### src/design/nfs_defs.vh
// Constants for the NAND flash host sequencer.
// Assumes an 8-bit shared port and a 40 MHz mclk.
`ifndef NFS_DEFS_VH
`define NFS_DEFS_VH
// ----------------------------------------------------------------
// Commands
// ----------------------------------------------------------------
`define NFS_CMD_READ 8'h00
`define NFS_CMD_READ_GO 8'h30
`define NFS_CMD_RCOL 8'h05
`define NFS_CMD_RCOL_GO 8'he0
`define NFS_CMD_MREAD 8'h60
`define NFS_CMD_PROG 8'h80
`define NFS_CMD_PROG2 8'h81
`define NFS_CMD_WCOL 8'h85
`define NFS_CMD_PROG_GO 8'h10
`define NFS_CMD_PROG_MID 8'h11
`define NFS_CMD_ERASE 8'h60
`define NFS_CMD_ERASE_GO 8'hd0
`define NFS_CMD_STATUS 8'h70
`define NFS_CMD_STATUS2 8'h71
`define NFS_CMD_ECC 8'h7a
`define NFS_CMD_RESET 8'hff
// ----------------------------------------------------------------
// User operation codes
// ----------------------------------------------------------------
`define NFS_OP_CMD 3'h0
`define NFS_OP_ADDR5 3'h1
`define NFS_OP_ADDR2 3'h2
`define NFS_OP_ADDR3 3'h3
`define NFS_OP_WDATA 3'h4
`define NFS_OP_RDATA 3'h5
`define NFS_OP_WAIT 3'h6
// ----------------------------------------------------------------
// Address layout and limits
// ----------------------------------------------------------------
`define NFS_COL_W 13
`define NFS_ROW_W 17
`define NFS_COL_PARITY 13'h1080
`define NFS_DIST_BIT 6
// ----------------------------------------------------------------
// Timing: strobe phase length in mclk cycles (25 ns each)
// ----------------------------------------------------------------
`define NFS_T_PHASE_NS 25
`define NFS_CLK_MHZ 40
`define NFS_PHASE_CYC 2'h2
`define NFS_RB_SETTLE 4'h8
`endif

### src/design/nfs_host.v
// Host-side NAND flash sequencer: turns user operations into pin cycles.
// Assumes the device pins are wired to a flash model; the port is split
// into in/out/enable and resolved outside. Read data goes via a FIFO.
//
// Contract
// - Read is 00h, five address bytes, 30h.
// - Column change in read: 05h, column, E0h.
// - Multi read: 60h addr, 60h addr, 30h.
// - Hold write protect high during multi read.
// - At most four partial programs per page.
// - Program: 80h, address, data, then 10h.
// - Between 11h and 81h only 70h/FFh.
// - Multi program ends with 10h.
// - Multi erase: two 60h addresses, D0h.
// - Abandon erase setup with FFh reset.
// - Command with CLE, address with ALE.
// - Five cycles: two column, three row.
`timescale 1ns/1ps
`include "nfs_defs.vh"
module nfs_host (
  // Clock and reset
  input wire mclk,
  input wire rstn,
  // User request
  input wire req_valid,
  output reg req_ready,
  input wire [2:0] req_op,
  input wire [7:0] req_byte,
  input wire [12:0] req_col,
  input wire [16:0] req_row,
  input wire req_multi_rd,
  output reg req_err,
  // Read data out
  output reg rd_valid,
  input wire rd_ready,
  output reg [7:0] rd_data,
  // Flash pins
  output reg cle,
  output reg ale,
  output reg ce_n,
  output reg we_n,
  output reg output_strobe_n,
  output reg wp_n,
  input wire ready_busy_n,
  input wire [7:0] io_in,
  output reg [7:0] io_out,
  output reg io_oe
);
  localparam ST_IDLE = 3'h0;
  localparam ST_WLOW = 3'h1;
  localparam ST_WHIGH = 3'h2;
  localparam ST_RLOW = 3'h3;
  localparam ST_RHIGH = 3'h4;
  localparam ST_SETTLE = 3'h5;
  localparam ST_BUSY = 3'h6;
  reg [2:0] st_q;
  reg [1:0] ph_q;
  reg [2:0] left_q;
  reg [39:0] sh_q;
  reg [3:0] set_q;
  reg kind_cle_q;
  reg rb_s1_q;
  reg rb_s2_q;
  reg [7:0] io_s1_q;
  reg [7:0] io_s2_q;
  reg push_q;
  reg [7:0] push_d_q;
  reg multi_seen_q;
  reg kind_ale_q;
  wire fifo_rdy;
  wire fifo_out_valid;
  wire [7:0] fifo_out_data;
  wire fifo_take;
  wire [39:0] addr5;
  wire bad_col;
  wire phase_end;
  // Five address bytes, column then row, unused high bits low
  assign addr5 = {7'h00, req_row, 3'h0, req_col};
  // Parity columns and above are never addressed by this host
  assign bad_col = (req_col >= `NFS_COL_PARITY);
  assign phase_end = (ph_q == `NFS_PHASE_CYC - 2'h1);
  // Pin inputs pass two flops before use
  always @(posedge mclk or negedge rstn) begin
    if (!rstn) begin
      rb_s1_q <= 1'b0;
      rb_s2_q <= 1'b0;
      io_s1_q <= 8'h00;
      io_s2_q <= 8'h00;
    end else begin
      rb_s1_q <= ready_busy_n;
      rb_s2_q <= rb_s1_q;
      io_s1_q <= io_in;
      io_s2_q <= io_s1_q;
    end
  end
  // Read FIFO; stalls the sequencer when full
  nfs_fifo #(.WIDTH(8), .DEPTH(4), .AW(2)) u_fifo (
    .mclk(mclk),
    .rstn(rstn),
    .in_valid(push_q),
    .in_ready(fifo_rdy),
    .in_data(push_d_q),
    .out_valid(fifo_out_valid),
    .out_ready(fifo_take),
    .out_data(fifo_out_data)
  );
  // Output stage keeps the user outputs on flops; adds one word of slack
  assign fifo_take = !rd_valid || rd_ready;
  always @(posedge mclk or negedge rstn) begin
    if (!rstn) begin
      rd_valid <= 1'b0;
      rd_data <= 8'h00;
    end else if (fifo_take) begin
      rd_valid <= fifo_out_valid;
      rd_data <= fifo_out_data;
    end
  end
  // Main sequencer
  always @(posedge mclk or negedge rstn) begin
    if (!rstn) begin
      st_q <= ST_IDLE;
      ph_q <= 2'h0;
      left_q <= 3'h0;
      sh_q <= 40'h0;
      set_q <= 4'h0;
      kind_cle_q <= 1'b0;
      kind_ale_q <= 1'b0;
      push_q <= 1'b0;
      push_d_q <= 8'h00;
      multi_seen_q <= 1'b0;
      req_ready <= 1'b0;
      req_err <= 1'b0;
      cle <= 1'b0;
      ale <= 1'b0;
      ce_n <= 1'b1;
      we_n <= 1'b1;
      output_strobe_n <= 1'b1;
      wp_n <= 1'b0;
      io_out <= 8'h00;
      io_oe <= 1'b0;
    end else begin
      push_q <= 1'b0;
      req_err <= 1'b0;
      wp_n <= 1'b1;
      ce_n <= 1'b0;
      case (st_q)
        ST_IDLE: begin
          // A push still in flight may be the one that fills the FIFO
          req_ready <= fifo_rdy & ~push_q;
          cle <= 1'b0;
          ale <= 1'b0;
          io_oe <= 1'b0;
          if (req_valid && req_ready) begin
            req_ready <= 1'b0;
            ph_q <= 2'h0;
            kind_cle_q <= (req_op == `NFS_OP_CMD);
            kind_ale_q <= (req_op == `NFS_OP_ADDR5) ||
              (req_op == `NFS_OP_ADDR2) || (req_op == `NFS_OP_ADDR3);
            case (req_op)
              `NFS_OP_CMD: begin
                // ECC status refused after a multi-page read
                if (req_byte == `NFS_CMD_ECC && multi_seen_q) begin
                  req_err <= 1'b1;
                  st_q <= ST_IDLE;
                end else begin
                  sh_q <= {32'h0, req_byte};
                  left_q <= 3'h1;
                  st_q <= ST_WLOW;
                  if (req_byte == `NFS_CMD_READ_GO) begin
                    multi_seen_q <= req_multi_rd;
                  end
                end
              end
              `NFS_OP_ADDR5, `NFS_OP_ADDR2: begin
                if (bad_col) begin
                  req_err <= 1'b1;
                end else begin
                  sh_q <= addr5;
                  left_q <= (req_op == `NFS_OP_ADDR5) ? 3'h5 : 3'h2;
                  st_q <= ST_WLOW;
                end
              end
              `NFS_OP_ADDR3: begin
                // Erase block address is the row only
                sh_q <= {16'h0, 7'h00, req_row};
                left_q <= 3'h3;
                st_q <= ST_WLOW;
              end
              `NFS_OP_WDATA: begin
                sh_q <= {32'h0, req_byte};
                left_q <= 3'h1;
                st_q <= ST_WLOW;
              end
              `NFS_OP_RDATA: begin
                st_q <= ST_RLOW;
              end
              `NFS_OP_WAIT: begin
                set_q <= 4'h0;
                st_q <= ST_SETTLE;
              end
              default: begin
                req_err <= 1'b1;
              end
            endcase
          end
        end
        ST_WLOW: begin
          // Byte set up with strobe low; latch on rising edge
          cle <= kind_cle_q;
          ale <= kind_ale_q; // Data bytes go with both latches low
          io_out <= sh_q[7:0];
          io_oe <= 1'b1;
          we_n <= 1'b0;
          ph_q <= ph_q + 2'h1;
          if (phase_end) begin
            ph_q <= 2'h0;
            st_q <= ST_WHIGH;
          end
        end
        ST_WHIGH: begin
          we_n <= 1'b1;
          ph_q <= ph_q + 2'h1;
          if (phase_end) begin
            ph_q <= 2'h0;
            sh_q <= {8'h00, sh_q[39:8]};
            left_q <= left_q - 3'h1;
            st_q <= (left_q == 3'h1) ? ST_IDLE : ST_WLOW;
          end
        end
        ST_RLOW: begin
          io_oe <= 1'b0;
          output_strobe_n <= 1'b0;
          ph_q <= ph_q + 2'h1;
          if (phase_end) begin
            ph_q <= 2'h0;
            st_q <= ST_RHIGH;
          end
        end
        ST_RHIGH: begin
          // Sample after sync delay, at the end of the high phase
          output_strobe_n <= 1'b1;
          ph_q <= ph_q + 2'h1;
          if (phase_end) begin
            ph_q <= 2'h0;
            push_q <= 1'b1;
            push_d_q <= io_s2_q;
            st_q <= ST_IDLE;
          end
        end
        ST_SETTLE: begin
          // Busy may take a while to fall after the last strobe
          set_q <= set_q + 4'h1;
          if (set_q == `NFS_RB_SETTLE) begin
            st_q <= ST_BUSY;
          end
        end
        ST_BUSY: begin
          if (rb_s2_q) begin
            st_q <= ST_IDLE;
          end
        end
        default: begin
          st_q <= ST_IDLE;
        end
      endcase
    end
  end
endmodule

### src/design/nfs_fifo.v
// Small synchronous FIFO with valid/ready on both sides.
// Assumes one clock, mclk, and active-low async reset rstn.
`timescale 1ns/1ps
module nfs_fifo #(
  parameter WIDTH = 8,
  parameter DEPTH = 4,
  parameter AW = 2
) (
  // Clock and reset
  input wire mclk,
  input wire rstn,
  // Fill side
  input wire in_valid,
  output wire in_ready,
  input wire [WIDTH-1:0] in_data,
  // Drain side
  output wire out_valid,
  input wire out_ready,
  output wire [WIDTH-1:0] out_data
);
  reg [WIDTH-1:0] mem [0:DEPTH-1];
  reg [AW-1:0] wr_q;
  reg [AW-1:0] rd_q;
  reg [AW:0] cnt_q;
  wire push;
  wire pop;
  // Honest full and empty from the occupancy count
  assign in_ready = (cnt_q != DEPTH[AW:0]);
  assign out_valid = (cnt_q != {(AW+1){1'b0}});
  assign out_data = mem[rd_q];
  assign push = in_valid & in_ready;
  assign pop = out_valid & out_ready;
  // Storage write; no reset needed on data words
  always @(posedge mclk) begin
    if (push) begin
      mem[wr_q] <= in_data;
    end
  end
  // Pointers and count
  always @(posedge mclk or negedge rstn) begin
    if (!rstn) begin
      wr_q <= {AW{1'b0}};
      rd_q <= {AW{1'b0}};
      cnt_q <= {(AW+1){1'b0}};
    end else begin
      if (push) begin
        wr_q <= wr_q + {{(AW-1){1'b0}}, 1'b1};
      end
      if (pop) begin
        rd_q <= rd_q + {{(AW-1){1'b0}}, 1'b1};
      end
      if (push && !pop) begin
        cnt_q <= cnt_q + {{AW{1'b0}}, 1'b1};
      end else if (pop && !push) begin
        cnt_q <= cnt_q - {{AW{1'b0}}, 1'b1};
      end
    end
  end
endmodule

### config.mk
export PLATFORM = sky130hd
export DESIGN_NAME = nfs_host
export DESIGN_NICKNAME = d
export VERILOG_FILES = /design/src/design/nfs_host.v /design/src/design/nfs_fifo.v
export VERILOG_INCLUDE_DIRS = /design/src /design/src/design
export SDC_FILE = /design/constraint.sdc
export NUM_CORES = 1
export LEC_CHECK = 0
export ABC_AREA = 1
export BUFFER_PORTS_ARGS = -buffer_cell sky130_fd_sc_hd__buf_2
export CAP_MARGIN = 40
export CORE_ASPECT_RATIO = 1.1
export CORE_MARGIN = 3
export CORE_UTILIZATION = 23
export CTS_BUF_LIST = sky130_fd_sc_hd__clkbuf_4 sky130_fd_sc_hd__clkbuf_8
export DETAILED_ROUTE_END_ITERATION = 12
export PLACE_DENSITY = 0.47
export SETUP_SLACK_MARGIN = 0.02
export SKIP_CTS_REPAIR_TIMING = 1
export SLEW_MARGIN = 30
export SYNTH_ARGS = -nofsm -noshare
export SYNTH_HDL_FRONTEND = slang
export SYNTH_SLANG_ARGS = --single-unit
### constraint.sdc
create_clock -name mclk -period 2.7 [get_ports mclk]
set_input_delay 0.27 -clock mclk [delete_from_list [all_inputs] [get_ports mclk]]
set_output_delay 0.27 -clock mclk [all_outputs]
set_load 0.005 [all_outputs]
==> impl_results.md, run 1 <==
* Status: completed
* Reg2reg setup slack at 550 ps
* WL/cell at 13.3 um
* Final worst-path cycle share at 79.5%
* Slew Limit Fails at 0
* WL final at 15700 um
* GP Congestion at 0.803
* Number of global-route vias before repair at 4686
* Largest net degree at the start of global routing at 58
* P_leak at 3.77 nW
* Footprint of the multi-input gates at 2280 sq um
* Hold Crit Class: in -> reg
* WHS Path Cells at 3
* DP Wirelength at 10900 um
* CP Data Required Time at 3030 ps
* Ports at 81
* Worst IR drop on VDD at 0.000450 V
* GR Layer Usage met1 at 15.2%
* Final core utilization at 29.1%
* Grt total ovfl at 0
* GRT Max-Usage Layer: met2
* Avg Vias per Cell at 4.06
* Antenna Cells at 0
* Register area share after synthesis at 58.7%
* Cell family with most CP delay: compound AO/OA/AOI/OAI gates
* Final hold vios at 0
* Top cell types by occurrence after synthesis: nand2_1 (275), dfrtp_1 (105), nor2_1 (71), nand3_1 (68), inv_1 (42)
* Die area at 29200 sq um
* Met2 GRT Util at 17.6%
* Chip height at 179 um
* Antenna-violating nets left at 0
* Clk_lat worst skew at 440 ps
* Number of remaining DRC errors at 0
* Setup crit start kind: register
* Placed Cells at 1139
* Global-route wire length before repair at 25300 um
* Core area at 26400 sq um
* I/O Buffers at 80
* H-tree depth at 4
* Post-Syn Area per Cell at 8.74 sq um
* MaxCap Viol Count at 0
* Worst-path clk slew at 90 ps
* Worst setup EP type: register
* Final min period at 2150 ps
* Crit Reg-Reg Startpoint: u_fifo.cnt_q[0]
* Final Non-Filler Cells at 1182
* Clock sinks at 140
* Gr usage total at 11.1%
* WP buf/inv at 1
* Clock skew at 18.7 ps
* Slew headroom at 56.0%
* Clock buffer count from CTS at 17
* RSZ-0062 raised after global routing: no
* Top cells by area, synth: dfrtp_1 (42%), nand2_1 (17%), edfxtp_1 (15%), nand3_1 (5.5%), nor2_1 (4.3%)
* Max Freq at 0.466 GHz
* Worst path depth at 7
* Die Span X at 163 um
* Netlist cell types at 34
* Slowest CP cell: o31ai_1
* Top FF cell, synth: dfrtp_1
* Synth Net Count at 779
* Post-synth ARST share at 77.1%
* Reg area at 3670 sq um
* Yosys warnings at 0
* Synthesis-to-finish area growth at 22.9%
* CTS Root Cell: clkbuf_8
* CTS max path bufs at 2
* FF+latch count, synth at 140
* Mapped cell area at 6240 sq um
* TNS Setup at 0 ps
* Synth area leader: dfrtp_1
* Setup-violating endpoint count in the final report at 0
* Critical Path AT at 2470 ps
* HP Start: req_multi_rd
* CP peak stage delay at 540 ps
* CP Class: reg -> reg
* Nets at 882
* Share of cells above drive strength 1 at 17.7%
* Number of flops mapped to enable cells by yosys at 32
* Synthesized instance count at 714
* Via count at 4801
* FF-to-FF path depth at 7
* CTS tree: built
* DR iter-0 viols at 246
* Initial Util at 23.7%
* Critical path, cell by cell: o31ai_1, ha_1, inv_1, fa_1, a21oi_1, o21ai_0, xnor2_1
* Drt pass-1 iters at 4
* Worst Path Max Fanout at 4
* Yosys top cell area share at 42.1%
* GR Util met3 at 2.17%
* Initial antenna violation count at 0
* Least-Margin Pin Slew at 657 ps
* Count leader, synth: nand2_1
* CP startpoint: u_fifo.cnt_q[0]
* Fill cell count at 2872
* Placement Rows at 62
* Pwr Density at 1020 nW/um^2
## cells by family after synthesis
group	Yosys count	share of synthesized area [%]
simple gates	429	28.2
flops	140	58.7
buf+inv	69	4.77
compound gates	55	4.71
fa+ha+maj	10	2.12
xor+xnor	8	1.12
other cells	2	0.120
mux	1	0.180
## registers in the layout, indices dropped and copies added, names as in the netlist, 4 cells and up
| signal | cells |
|---|---|
| rd_data | 8 |
| push_d_q | 8 |
| io_out | 8 |
| io_s1_q | 8 |
| io_s2_q | 8 |
| set_q | 4 |
| u_fifo.mem | 32 |
| sh_q | 33 |
## metrics by stage
stage	instance area (sq um)	setup WS [ps]	total power [mW]	hold slack, ps
final	7670	553	7.85	111
after global routing	7670	343	8.55	99.1
after CTS	7540	525	7.99	-101
after detailed placement	7090	552	6.00	335
after global placement	7080	618	5.97	334
after floorplan	6240	733	5.15	-25.6
## tightest hold or removal path: stages
cell and delay [ps]:
buf_2 110, o21ai_0 90, inv_1 50
## layout by cell type, fill, tap and decap left out, types with 3 or more instances in the layout
| cell type | instances |
|---|---|
| dfstp_2 | 3 |
| buf_4 | 15 |
| ha_1 | 9 |
| buf_2 | 79 |
| edfxtp_1 | 32 |
| nand2_1 | 275 |
| nand3_1 | 68 |
| bufinv_16 | 3 |
| clkbuf_8 | 17 |
| inv_1 | 42 |
| dfrtp_1 | 105 |
| dlygate4sd3_1 | 10 |
| inv_6 | 4 |
| a21oi_1 | 5 |
| inv_2 | 3 |
| nor2_2 | 4 |
| nand2_2 | 3 |
| nor2_1 | 71 |
| a31oi_1 | 8 |
| inv_8 | 5 |
| xor2_1 | 5 |
| o21ai_0 | 39 |
| xnor2_1 | 3 |
## final timing paths
check                                  end
hold reg to reg                 io_s2_q[0]
setup reg to reg           u_fifo.cnt_q[2]
hold / removal                multi_seen_q
min in group asynchronous         sh_q[32]
max in group asynchronous   u_fifo.wr_q[0]
setup / recovery           u_fifo.cnt_q[2]
## per-layer routing
metal,part of all wire (%),vias to the layer above
li1,-,2483
met3,2.4,16
met2,48,79
met4,1.6,0
met5,0,-
met1,48,2223
## power by group
| group | total [mW] | internal, mW | leakage [nW] | switching (mW) |
|---|---|---|---|---|
| Combinational | 2.61 | 0.900 | 1.89 | 1.71 |
| Sequential | 3.30 | 2.84 | 1.64 | 0.453 |
| Clock | 1.95 | 0.972 | 0.231 | 0.980 |
| Total | 7.85 | 4.72 | 3.77 | 3.14 |
## area by class of cell
type,instances,area share [%]
Timing Repair Buffer,106,8.55
Clock buffer,17,3.05
Multi-Input combinational cell,505,29.7
Sequential cell,140,47.8
Inverter,47,2.30
Clock inverter,15,2.85
Tap cell,352,5.74
No activity file was read; power rests on OpenSTA's default activity.
==> run 2, diff against run 1 <==
--- a/config.mk
+++ b/config.mk
@@ -14,7 +14,7 @@
 export CORE_UTILIZATION = 23
 export CTS_BUF_LIST = sky130_fd_sc_hd__clkbuf_4 sky130_fd_sc_hd__clkbuf_8
 export DETAILED_ROUTE_END_ITERATION = 12
-export PLACE_DENSITY = 0.47
+export PLACE_DENSITY = 0.48
 export SETUP_SLACK_MARGIN = 0.02
 export SKIP_CTS_REPAIR_TIMING = 1
 export SLEW_MARGIN = 30
==> constraint.sdc (replaced) <==
create_clock -name mclk -period 1.75 [get_ports mclk]
set_input_delay 0.175 -clock mclk [delete_from_list [all_inputs] [get_ports mclk]]
set_output_delay 0.175 -clock mclk [all_outputs]
set_load 0.005 [all_outputs]
==> impl_results.md, run 2 (synthesis gave the netlist of run 1 again) <==
* CP Class: reg -> reg
* Worst-path clk slew at 90 ps
* Most frequent cells in the layout: nand2_1 (271), dfrtp_1 (102), buf_2 (79)
* Clock skew at 18.7 ps
* CTS tree: built
* Synthesis-to-finish area growth at 29.5%
* Worst IR drop on VDD at 0.000476 V
* Final min period at 1750 ps
* Number of global-route vias before repair at 4908
* Cell area after layout at 8090 sq um
* Share of cells above drive strength 1 at 23.6%
* Worst setup EP type: register
* I/O Buffers at 80
* Final hold vios at 0
* Clk_lat worst skew at 460 ps
* Final core utilization at 30.7%
* Placed Cells at 1173
* WL final at 16400 um
* Number of remaining DRC errors at 0
* Fill cell count at 2847
* WL/cell at 13.4 um
* Max reg flops at 33
* DP Wirelength at 11800 um
* Gr usage total at 11.7%
* Placement Rows at 62
* Hold Crit Class: in -> reg
* Initial Util at 23.7%
* GP Congestion at 0.817
* Drt pass-1 iters at 5
* Avg Vias per Cell at 4.10
* RSZ-0062 raised after global routing: yes
* Top flop regs: sh_q (33), u_fifo.mem (32)
* Clock sinks at 140
* P_leak at 3.95 nW
* Die Span X at 163 um
* Nets at 924
* Hold_ws at 73.0 ps
* Most common cell after layout, fill and taps aside: nand2_1
* CTS Root Cell: clkbuf_8
* Antenna-violating nets left at 0
* Setup-violating endpoint count in the final report at 0
* Initial antenna violation count at 0
* CP Data Required Time at 2080 ps
* MaxCap Viol Count at 0
* Ports at 81
* Setup crit start kind: register
* Global-route wire length before repair at 26400 um
* Slew Limit Fails at 0
* TNS Setup at 0 ps
* Pwr Density at 1570 nW/um^2
* Die area at 29200 sq um
* H-tree depth at 4
* Dpl cell area at 7420 sq um
* CTS max path bufs at 2
* Via count at 5021
* Status: completed
* Final worst-path cycle share at 100%
* Grt total ovfl at 0
* Clock buffer count from CTS at 17
* Chip height at 179 um
* Biggest register: sh_q
* Core area at 26400 sq um
* Largest net degree at the start of global routing at 53
* Max Freq at 0.572 GHz
* Critical Path AT at 2080 ps
* Final Non-Filler Cells at 1224
* Antenna Cells at 0
* Worst Path Max Fanout at 4
* DR iter-0 viols at 326
-- run 2: cell types whose count changed in the layout (fill, tap and decap cells not counted), moves of 4 or more --
cell / change
nand2_2: +4
nor2_4: +4
nand2_1: -4
buf_12: +5
buf_4: +34
-- run 2: power by group --
part / internal, mW / leakage [nW] / switching (mW)
clock: 1.08 / 0.197 / 1.53
sequential: 4.40 / 1.64 / 0.613
combinational: 2.07 / 2.12 / 3.03
-- run 2: worst max-delay path, cell delays in order (launching register included) --
cell	delay, ps
dfrtp_2	450
nor2_1	110
nand2_1	80
nand2_2	80
inv_2	50
ha_4	150
inv_2	60
fa_2	410
mux2_2	260
-- run 2: area by class of cell --
class	instances	area [sq um]	area share, %
multi-input combinational	506	2370	29.4
clock buffer	17	234	2.89
tap	352	440	5.45
timing repair buffer	147	1020	12.6
clock inverter	15	174	2.15
sequential	140	3670	45.4
inverter	47	176	2.18
-- run 2: metrics by stage --
stage | power (mW) | setup slack (ps)
after floorplan | 8.00 | -18.8
after global placement | 9.74 | -51.7
after detailed placement | 9.81 | -58.5
after CTS | 12.5 | -85.9
after global routing | 13.8 | -73.2
final | 12.7 | 0.473
-- run 2: layer usage --
metal  global-route usage (%)  wire [um]  vias to the layer above
li1                         -          -                     2572
met1                     15.6       7760                     2322
met2                     18.5       7740                      107
met3                     2.96        676                       20
met4                     3.70        235                        0
met5                        0          0                        -
-- run 2: final timing paths --
path	start	end	slack, ps	cells past startpoint
worst max-delay path	u_fifo.cnt_q[0]	u_fifo.cnt_q[1]	0.5	8
worst min-delay path	req_row[12]	sh_q[28]	70	5
worst max register to register	u_fifo.cnt_q[0]	u_fifo.cnt_q[1]	0.5	8
worst min register to register	rb_s1_q	rb_s2_q	360	0
max in group asynchronous	rstn	output_strobe_n	1050	3
min in group asynchronous	rstn	sh_q[24]	90	2
==> run 3, diff against run 2 <==
--- a/config.mk
+++ b/config.mk
@@ -6,7 +6,6 @@
 export SDC_FILE = /design/constraint.sdc
 export NUM_CORES = 1
 export LEC_CHECK = 0
-export ABC_AREA = 1
 export BUFFER_PORTS_ARGS = -buffer_cell sky130_fd_sc_hd__buf_2
 export CAP_MARGIN = 40
 export CORE_ASPECT_RATIO = 1.1
==> impl_results.md, run 3 <==
* Chip height at 176 um
* Most common cell after layout, fill and taps aside: dfrtp_1
* Worst-path clk slew at 100 ps
* Worst setup EP type: register
* Netlist cell types at 59
* Final Non-Filler Cells at 1018
* Number of remaining DRC errors at 0
* Slowest CP cell: dfrtp_1
* Largest net degree at the start of global routing at 40
* Core area at 25600 sq um
* Worst hold path endpoint: sh_q[19]
* Yosys warnings at 0
* Post-synth ARST share at 77.1%
* Register area share after synthesis at 60.3%
* Share of cells above drive strength 1 at 42.4%
* Fill cell count at 2616
* Count leader, synth: dfrtp_1
* Clock skew at 15.9 ps
* Final worst-path cycle share at 117%
* Antenna Cells at 0
* Die Span X at 161 um
* Met2 GRT Util at 19.1%
* Most frequent cells in the layout: dfrtp_1 (103), buf_2 (79), buf_4 (76)
* I/O Buffers at 80
* Antenna-violating nets left at 0
* GR Util met3 at 2.70%
* Max reg flops at 33
* Cell area after layout at 8380 sq um
* Worst r2r dst: sh_q[8]
* CP Class: reg -> reg
* Worst path most repeated cell: buf_12
* Global-route wire length before repair at 25300 um
* WHS Path Cells at 3
* Clock buffer count from CTS at 17
* FF-to-FF path depth at 7
* Cell family with most CP delay: compound AO/OA/AOI/OAI gates
* Overall power at 13.6 mW
* Via count at 4475
* WL final at 15900 um
* Synth Net Count at 544
* MaxCap Viol Count at 0
* Initial antenna violation count at 0
* RSZ-0062 raised after global routing: yes
* CP peak stage delay at 430 ps
* Placed Cells at 957
* Worst IR drop on VDD at 0.000609 V
* Slew Limit Fails at 0
* Placement Rows at 61
* Crit Reg-Reg Startpoint: st_q[2]
* GR Layer Usage met1 at 14.4%
* Critical Path AT at 2420 ps
* DR iter-0 viols at 173
* CTS Root Cell: clkbuf_8
* FF+latch count, synth at 140
* Dpl cell area at 7560 sq um
* Final hold vios at 0
* GRT Max-Usage Layer: met2
* Status: finished with violations
* Die area at 28400 sq um
* Setup crit start kind: register
* Synth area leader: dfrtp_1
* Top FF cell, synth: dfrtp_1
* Setup-violating endpoint count in the final report at 42
* Worst Path Max Fanout at 10
* Footprint of the multi-input gates at 2370 sq um
* Synthesized instance count at 479
* Hold Crit Class: in -> reg
* Critical path, cell by cell: or3b_4, o32ai_4, a31oi_4, a21bo_4, buf_12, buf_12, mux2i_2
* Worst Setup Slack, final at -296 ps
* CTS tree: built
* Biggest register: sh_q
* Max Freq at 0.489 GHz
* Initial Util at 23.7%
* HP Start: req_row[3]
* P_leak at 3.67 nW
* Failing checks: setup timing
* CP Data Required Time at 2130 ps
* Slew headroom at 56.8%
* Number of flops mapped to enable cells by yosys at 32
* CTS max path bufs at 2
* WL/cell at 15.6 um
* WP buf/inv at 2
* Reg area at 3670 sq um
* Clock sinks at 140
* Gr usage total at 11.4%
* H-tree depth at 4
* Top cell types by occurrence after synthesis: dfrtp_1 (105), nand2_1 (52), mux2_2 (37), inv_1 (34), edfxtp_1 (32)
* Pwr Density at 1630 nW/um^2
* Least-Margin Pin Slew at 648 ps
* GP Congestion at 0.831
* Avg Vias per Cell at 4.40
* Yosys top cell area share at 43.2%
* Clk_lat worst skew at 460 ps
* Number of global-route vias before repair at 4724
* Reg2reg setup slack at -300 ps
* Top flop regs: sh_q (33), u_fifo.mem (32)
* Final min period at 2050 ps
* DP Wirelength at 11600 um
* Grt total ovfl at 0
* Drt pass-1 iters at 5
* Ports at 81
* Nets at 724
* Post-Syn Area per Cell at 12.7 sq um
* Mapped cell area at 6080 sq um
* Top cells by area, synth: dfrtp_1 (43%), edfxtp_1 (16%), mux2_2 (6.9%), nand2_1 (3.2%), mux4_2 (3.0%)
* Synthesis-to-finish area growth at 38.0%
run 3: metal layers:
metal / routed length [um] / up-vias
li1: - / 2097
met1: 7110 / 2253
met2: 7880 / 106
met3: 698 / 19
met4: 238 / 0
met5: 0 / -
run 3: layout make-up:
| class | instances | share of cell area, % |
|---|---|---|
| clock inverter | 14 | 1.54 |
| timing repair buffer | 190 | 16.7 |
| inverter | 34 | 1.52 |
| sequential | 140 | 43.8 |
| multi-input combinational | 276 | 28.3 |
| clock buffer | 18 | 2.95 |
| tap | 346 | 5.16 |
run 3: stage by stage:
stage          util, %  setup TNS (ps)  worst slack (ps)  hold slack [ps]
6_report          32.7           -9120              -296             13.7
5_1_grt           32.7          -11680              -358             2.49
4_1_cts           31.0          -11850              -387             -400
3_5_place_dp      29.5          -18510              -532              114
3_3_place_gp      29.5          -17030              -510              109
2_1_floorplan        -          -13010              -438             -121
run 3: cells by family (layout without fill, tap and decap cells):
family	count (synthesis)	in the layout	synth area share (%)
DFF	140	140	60.3
and+or+nand+nor	116	116	9.51
AOI/OAI and AO/OA	81	81	10.4
buffers and inverters	63	256	4.20
muxes	59	59	12.1
adders and majority gates	10	10	2.18
xor gates and xnor gates	8	8	1.15
other	2	2	0.124
run 3: power by group:
part | internal, mW | switching (mW) | leakage (nW) | total [mW]
logic | 3.21 | 2.72 | 1.86 | 5.93
clock network | 1.08 | 1.45 | 0.199 | 2.53
registers | 4.49 | 0.701 | 1.60 | 5.19
run 3: how the worst max path moves through the flow:
| stage | start | endpoint | slack [ps] | depth (start not counted) |
|---|---|---|---|---|
| floorplan | req_col[9] | left_q[0] | -440 | 7 |
| global placement | req_byte[0] | sh_q[12] | -510 | 7 |
| detailed placement | req_byte[0] | sh_q[8] | -530 | 8 |
| CTS | req_ready | left_q[2] | -390 | 6 |
| global route | st_q[2] | sh_q[0] | -360 | 6 |
| finish | st_q[2] | sh_q[8] | -300 | 7 |
run 3: tightest hold or removal path, cell delays in order:
cell and delay [ps]:
buf_2 120, nand2_1 50, a32oi_1 90
